==> src/hdl/asc_regs.vh <==
// Purpose: timing constants for the async static memory controller
// Assumes: times in ns, clock period in ns
// Notes: cycle counts derived with round-up for minimum times
`ifndef ASC_REGS_VH
`define ASC_REGS_VH
`define ASC_CLK_PERIOD_NS 100
// read cycle and access times
`define ASC_T_READ_CYCLE_NS 55
`define ASC_T_ADDR_ACCESS_NS 55
`define ASC_T_OE_ACCESS_NS 30
`define ASC_T_OE_HIGHZ_NS 20
// write cycle times
`define ASC_T_WRITE_CYCLE_NS 55
`define ASC_T_WRITE_PULSE_NS 45
`define ASC_T_DATA_SETUP_NS 25
`define ASC_T_WRITE_TURNOFF_NS 20
`define ASC_T_OUT_FROM_WRITE_NS 5
// retention recovery equals one read cycle
`define ASC_T_RETENTION_RECOVERY_NS 55
// cycle counts
`define ASC_CYC(ns) (((ns) + `ASC_CLK_PERIOD_NS - 1) / `ASC_CLK_PERIOD_NS)
`define ASC_READ_CYC `ASC_CYC(`ASC_T_ADDR_ACCESS_NS)
`define ASC_WPULSE_CYC `ASC_CYC(`ASC_T_WRITE_PULSE_NS + `ASC_T_WRITE_TURNOFF_NS + `ASC_T_DATA_SETUP_NS)
`define ASC_TURN_CYC `ASC_CYC(`ASC_T_OE_HIGHZ_NS)
`define ASC_RECOV_CYC `ASC_CYC(`ASC_T_RETENTION_RECOVERY_NS)
`endif

==> src/hdl/asc_sync2.v <==
// Purpose: two-stage synchroniser for pin inputs
// Assumes: single clock ref_clk
// Notes: first stage is read only by the second
`timescale 1ns/100ps
`default_nettype none
module asc_sync2 #(
  parameter W = 16
) (
  // clock and reset
  input wire ref_clk,
  input wire rstn,
  // data
  input wire [W-1:0] din,
  output reg [W-1:0] dout
);
  reg [W-1:0] stage1;
  always @(posedge ref_clk) begin
    if (!rstn) begin
      stage1 <= {W{1'b0}};
      dout <= {W{1'b0}};
    end else begin
      stage1 <= din;
      dout <= stage1;
    end
  end
endmodule
`default_nettype wire

==> src/hdl/asc_ctrl.v <==
// Purpose: host controller for an async 1M x 16 static memory
// Assumes: 10 MHz ref_clk; memory has no clock or reset
// Notes: one access at a time; req taken when ready is high
//   read data crosses two resync flops, so sampling runs late
//
// Behaviour
// - sample read data after address access time
// - write strobe high, read cycle minimum length
// - address changes only while strobes inactive
// - write cycle and address valid minimums
// - select, strobe, byte enable minimum widths
// - write data setup before end, zero hold
// - strobe exceeds turnoff plus data setup
// - no bus drive while memory still drives
// - hold deselected during low supply retention
// - deselect before supply drop, wait after
`timescale 1ns/100ps
`default_nettype none
`include "asc_regs.vh"
module asc_ctrl #(
  parameter AW = 20,
  parameter DW = 16,
  parameter [7:0] READ_CYC = `ASC_READ_CYC,
  parameter [7:0] WPULSE_CYC = `ASC_WPULSE_CYC,
  parameter [7:0] TURN_CYC = `ASC_TURN_CYC,
  parameter [7:0] RECOV_CYC = `ASC_RECOV_CYC
) (
  // clock and reset
  input wire ref_clk,
  input wire rstn,
  // user request
  input wire req,
  input wire req_write,
  input wire [AW-1:0] req_addr,
  input wire [DW-1:0] req_wdata,
  input wire [1:0] req_byte_en,
  output wire ready,
  output reg rdata_valid,
  output reg [DW-1:0] rdata,
  // retention control
  input wire retain_req,
  output wire retained,
  // memory pins
  output reg [AW-1:0] word_address_pins,
  output reg select_n,
  output reg select_active_high,
  output reg write_strobe_n,
  output reg output_drive_n,
  output reg low_byte_enable_n,
  output reg upper_byte_enable_n,
  input wire [DW-1:0] shared_data_pins_in,
  output reg [DW-1:0] shared_data_pins_out,
  output reg shared_data_pins_oe
);
  ////////////////////////////////////////////////////////////////////
  localparam [2:0] ST_IDLE = 3'h0;
  localparam [2:0] ST_READ = 3'h1;
  localparam [2:0] ST_TURN = 3'h2;
  localparam [2:0] ST_WRITE = 3'h3;
  localparam [2:0] ST_END = 3'h4;
  localparam [2:0] ST_RETAIN = 3'h5;
  localparam [2:0] ST_RECOV = 3'h6;
  // sample point: access time plus the two resync stages
  localparam [7:0] READ_END = READ_CYC + 8'h02;

  reg [2:0] state;
  reg [7:0] count;
  reg [2:0] next_state;
  wire [DW-1:0] data_sync;
  wire retain_sync;

  ////////////////////////////////////////////////////////////////////
  // pins come from another domain, so resync before use
  asc_sync2 #(.W(DW)) u_data_sync (
    .ref_clk(ref_clk),
    .rstn(rstn),
    .din(shared_data_pins_in),
    .dout(data_sync)
  );
  asc_sync2 #(.W(1)) u_retain_sync (
    .ref_clk(ref_clk),
    .rstn(rstn),
    .din(retain_req),
    .dout(retain_sync)
  );

  // no new work while a retention request is pending
  assign ready = (state == ST_IDLE) && !retain_sync;
  assign retained = (state == ST_RETAIN);

  ////////////////////////////////////////////////////////////////////
  always @* begin
    next_state = state;
    case (state)
      ST_IDLE: begin
        if (retain_sync)
          next_state = ST_RETAIN;
        else if (req && req_write)
          next_state = ST_TURN;
        else if (req)
          next_state = ST_READ;
      end
      ST_READ: begin
        // slower than needed, but read data has no handshake
        if (count == READ_END)
          next_state = ST_END;
      end
      ST_TURN: begin
        if (count == TURN_CYC)
          next_state = ST_WRITE;
      end
      ST_WRITE: begin
        if (count == WPULSE_CYC)
          next_state = ST_END;
      end
      ST_END: next_state = ST_IDLE;
      ST_RETAIN: begin
        if (!retain_sync)
          next_state = ST_RECOV;
      end
      ST_RECOV: begin
        // one read cycle of rest before the first access
        if (count == RECOV_CYC)
          next_state = ST_IDLE;
      end
      default: next_state = ST_IDLE;
    endcase
  end

  ////////////////////////////////////////////////////////////////////
  always @(posedge ref_clk) begin
    if (!rstn) begin
      state <= ST_IDLE;
      count <= 8'h00;
      rdata_valid <= 1'b0;
      rdata <= {DW{1'b0}};
      word_address_pins <= {AW{1'b0}};
      // memory sees a parked, deselected bus in reset
      select_n <= 1'b1;
      select_active_high <= 1'b0;
      write_strobe_n <= 1'b1;
      output_drive_n <= 1'b1;
      low_byte_enable_n <= 1'b1;
      upper_byte_enable_n <= 1'b1;
      shared_data_pins_out <= {DW{1'b0}};
      shared_data_pins_oe <= 1'b0;
    end else begin
      state <= next_state;
      rdata_valid <= 1'b0;
      // count restarts on every state change
      if (next_state != state)
        count <= 8'h01;
      else
        count <= count + 8'h01;
      case (state)
        ST_IDLE: begin
          write_strobe_n <= 1'b1;
          if (!retain_sync && req) begin
            // address set on the same edge that the selects and enables go active
            word_address_pins <= req_addr;
            select_n <= 1'b0;
            select_active_high <= 1'b1;
            low_byte_enable_n <= ~req_byte_en[0];
            upper_byte_enable_n <= ~req_byte_en[1];
            // output enable stays high on writes: no bus fight
            output_drive_n <= req_write;
            // value set early, driven only after the turnaround
            shared_data_pins_out <= req_wdata;
          end
        end
        ST_TURN: begin
          // strobe falls with selects low; pins start driving on the same edge
          if (next_state == ST_WRITE) begin
            write_strobe_n <= 1'b0;
            shared_data_pins_oe <= 1'b1;
          end
        end
        ST_READ: begin
          if (next_state == ST_END) begin
            rdata <= data_sync;
            rdata_valid <= 1'b1;
          end
        end
        ST_WRITE: begin
          // zero hold: data and selects drop a cycle later
          if (next_state == ST_END)
            write_strobe_n <= 1'b1;
        end
        ST_END: begin
          // deselect first, address stays put, zero hold is legal
          select_n <= 1'b1;
          select_active_high <= 1'b0;
          low_byte_enable_n <= 1'b1;
          upper_byte_enable_n <= 1'b1;
          output_drive_n <= 1'b1;
          shared_data_pins_oe <= 1'b0;
        end
        ST_RETAIN: begin
          // park every strobe so nothing moves at low supply
          select_n <= 1'b1;
          select_active_high <= 1'b0;
          write_strobe_n <= 1'b1;
          output_drive_n <= 1'b1;
          low_byte_enable_n <= 1'b1;
          upper_byte_enable_n <= 1'b1;
        end
        default: begin
        end
      endcase
    end
  end
endmodule
`default_nettype wire

==> config.mk <==
export PLATFORM = sky130hd
export DESIGN_NAME = asc_ctrl
export DESIGN_NICKNAME = d
export VERILOG_FILES = /design/src/hdl/asc_sync2.v /design/src/hdl/asc_ctrl.v
export VERILOG_INCLUDE_DIRS = /design/src /design/src/hdl
export SDC_FILE = /design/constraint.sdc
export NUM_CORES = 1
export LEC_CHECK = 0
export ABC_AREA = 1
export BUFFER_PORTS_ARGS = -buffer_cell sky130_fd_sc_hd__buf_2
export CAP_MARGIN = 20
export CORE_ASPECT_RATIO = 0.8
export CORE_MARGIN = 2
export CORE_UTILIZATION = 30
export DETAILED_ROUTE_END_ITERATION = 16
export GPL_ROUTABILITY_DRIVEN = 0
export GPL_TIMING_DRIVEN = 0
export PLACE_DENSITY = 0.53
export SLEW_MARGIN = 30
export SYNTH_ARGS = -nofsm -noshare
export SYNTH_HDL_FRONTEND = slang
export SYNTH_SLANG_ARGS = --single-unit
==> constraint.sdc <==
create_clock -name ref_clk -period 1.85 [get_ports ref_clk]
set_input_delay 0.0925 -clock ref_clk [delete_from_list [all_inputs] [get_ports ref_clk]]
set_output_delay 0.0925 -clock ref_clk [all_outputs]
set_load 0.05 [all_outputs]
==> results.sh <==
export IMPL_cts_sinks=105
export IMPL_cpMostUsedCell="nand2_1"
export IMPL_seq_power_share_pct=40.6
export IMPL_switching_share_pct=34.81
export IMPL_setup_violations=0
export IMPL_p_leak_nw=2.747
export IMPL_slew_headroom_pct=64.92
export IMPL_clk_latency_ns=0.34
export IMPL_async_flop_share_pct=0
export IMPL_setup_slack_ns=0.09843
export IMPL_antenna_found_initial=0
export IMPL_powerDensity_nw_per_um2=1206
export IMPL_dp_hpwl_mm=6.453
export IMPL_whs_endpoint="low_byte_enable_n"
export IMPL_critPathMaxStageDelay_ns=0.52
export IMPL_rr_startpoint="state[2]"
export IMPL_fmax_mhz=570.9
export IMPL_synth_top_area_share_pct=57.24
export IMPL_finalWirelength_mm=9.470
export IMPL_yosys_top_cells_area="dfxtp_1 (57%), nor2_1 (12%), o21ai_0 (7.2%)"
export IMPL_rr_endpoint="count[1]"
export IMPL_ys_warn_count=0
export IMPL_dp_slack_ns=0.07712
export IMPL_synth_top_area_cell="dfxtp_1"
export IMPL_die_x_um=127.7
export IMPL_start_kind="flop"
export IMPL_ir_drop_mv=0.6746
export IMPL_finalWorstPathRequiredPeriod_ns=1.752
export IMPL_die_h_um=103.0
export IMPL_clk_path_buf_depth=2
export IMPL_timing_hold_ws_ns=0.01670
export IMPL_drc=0
export IMPL_fin_crit_sh_pct=94.68
export IMPL_dp_cells=737
export IMPL_cts_tree="yes"
export IMPL_layout_common_cells="buf_2 (128), nor2_1 (118), dfxtp_1 (102), nand2_1 (61), dlygate4sd3_1 (54)"
export IMPL_ff2ff_path_depth=12
export IMPL_cp_required_ns=2.13
export IMPL_layout_commonest_cell="buf_2"
export IMPL_synth_edff_count=0
export IMPL_start_util_pct=30.42
export IMPL_finalNonFillerCells=807
export IMPL_ios=121
export IMPL_final_core_util_pct=44.55
export IMPL_hp_class="input pin to flop"
export IMPL_status="finished, final reports clean"
export IMPL_holdPathStages=2
export IMPL_synthFlopType="dfxtp_1"
export IMPL_fp_coreArea_um2=12070
export IMPL_overflow=0
export IMPL_worstMarginPinSlew_ns=0.5262
export IMPL_area_growth_pct=46.44
export IMPL_portBuffers=120
export IMPL_skew_ns=0.004250
export IMPL_syn_avg_cell_area_um2=7.897
export IMPL_ys_seq_area_share_pct=57.24
export IMPL_drt_initial_drc_count=149
export IMPL_synthDistinctLibCells=26
export IMPL_syn_inst=465
export IMPL_vias=3410
export IMPL_finalHoldViolations=0
export IMPL_dr_pass1_iters=4
export IMPL_postRouteAntennaNets=0
export IMPL_power_frac_clock_pct=32.4
export IMPL_die_area_um2=13150
export IMPL_clkTransAtPathRegs_ns=0.07
export IMPL_net_switching_power_mw=2.258
export IMPL_htreeDepth=3
export IMPL_wl_per_cell_um=11.73
export IMPL_endpoint_kind="flop"
export IMPL_power_frac_comb_pct=27.0
export IMPL_grt_max_degree=19
export IMPL_slowest_stage="dfxtp_1"
export IMPL_via_per_inst=4.226
export IMPL_power_internal_mw=4.229
export IMPL_finalMaxSlewViolations=0
export IMPL_crit_arrival_ns=2.03
export IMPL_rows=36
export IMPL_min_from="req_byte_en[0]"
export IMPL_antenna_cells=0
export IMPL_crit_fanout=7
export IMPL_worst_setup_path_type="flop to flop"
export IMPL_drive_gt1_share_pct=26.11
export IMPL_cap_violations=0
export IMPL_cts_root_buf="clkbuf_16"
export IMPL_grt_pass1_vias=3142
export IMPL_ys_seq_elements=105
export IMPL_synth_area_um2=3672
export IMPL_r2r_setup_slack_ns=0.1
export IMPL_cts_made_buffers=9
export IMPL_synth_nets=526
export IMPL_grt_first_pass_wirelength_mm=14.67
export IMPL_worstPathCellList="inv_2, nand2_1, nor2_2, nand2_1, nand2_1, inv_2, nand2_1, nand2_1, nand3_1, nor2_2, nand2_4, nor2_2"
export IMPL_grtUsageTotal_pct=14.08
export IMPL_nets=711
## cells in the mapped netlist (4+ instances only)
| cell | n |
|---|---|
| a21oi_1 | 6 |
| buf_2 | 8 |
| clkbuf_1 | 9 |
| dfxtp_1 | 105 |
| inv_1 | 50 |
| inv_2 | 6 |
| nand2_1 | 61 |
| nand3_1 | 10 |
| nor2_1 | 122 |
| nor2_2 | 8 |
| o21ai_0 | 53 |
| o21ai_1 | 5 |
| xor2_1 | 4 |
## area by class of cell
class,count,area [um^2]
Sequential cell,105,2106
Timing Repair Buffer,174,1141
Fill cell,1203,6694
Clock inverter,6,93.84
Inverter,56,210.2
Clock buffer,10,239.0
Buffer,19,82.58
Multi-Input combinational cell,285,1315
Tap cell,152,190.2
## worst max path at each step
stage,start,slack [ns],end,depth (start not counted)
floorplan,count[0],0.38,count[1],11
global placement,count[0],0.15,count[1],11
detailed placement,count[0],0.08,count[1],11
CTS,count[0],0.05,count[1],11
global route,count[1],-0.002,count[7],11
finish,state[2],0.1,count[1],12
## kinds of logic after synthesis
group	after synthesis	synth area share (%)
AOI/OAI and AO/OA	68	9.608
and+or+nand+nor	209	23.10
buffers and inverters	75	7.939
xor gates and xnor gates	6	1.431
DFF	105	57.24
adders and majority gates	2	0.6813
## critical path: cells and delay by family, from the launching register on
family / cells / cell delay (ns)
AND/OR/NAND/NOR: 10 / 0.97
flip-flops: 1 / 0.52
buffers and inverters: 2 / 0.19
## state kept, by name, summed over array words and instances (netlist names)
signal and cells:
word_address_pins 20, shared_data_pins_out 16, u_data_sync.stage1 16, count 8, shared_data_pins_oe 1, output_drive_n 1
low_byte_enable_n 1, u_data_sync.dout 16, select_active_high 1, rdata_valid 1, u_retain_sync.dout 1, state 3
rdata 16, select_n 1, write_strobe_n 1, u_retain_sync.stage1 1, upper_byte_enable_n 1
## layer usage
| layer | track usage, % | routed length, um | vias to the layer above |
|---|---|---|---|
| met5 | 0 | 0 | - |
| met4 | 5.579 | 171 | 0 |
| met3 | 4.307 | 538 | 16 |
| met2 | 22.13 | 4231 | 95 |
| met1 | 18.27 | 4528 | 1505 |
| li1 | - | - | 1794 |
## power by group through the flow
stage	logic (mW)	registers, mW	clock network [mW]
2_1_floorplan	0.602	3.29	0
3_3_place_gp	1.63	2.66	0
3_5_place_dp	1.64	2.67	0
4_1_cts	1.73	2.62	2.17
5_1_grt	1.91	2.66	2.25
6_report	1.75	2.63	2.10
## per-stage QoR
step	cell area, um^2	power, mW	TNS [ns]
6_report	5378	6.487	0
5_1_grt	5378	6.826	-0.004187
3_3_place_gp	4463	4.290	0
3_5_place_dp	4463	4.311	0
2_1_floorplan	3672	3.889	0
4_1_cts	5336	6.519	0
## repair_timing
item / 4_1_cts / 5_1_grt
hold buffers: 54 / 0
gates resized for setup: 0 / 13
hold endpoints to repair: 54 / 0
buffers inserted: 0 / 0
setup endpoints to repair: 0 / 25
(Power assumes the default switching activity.)
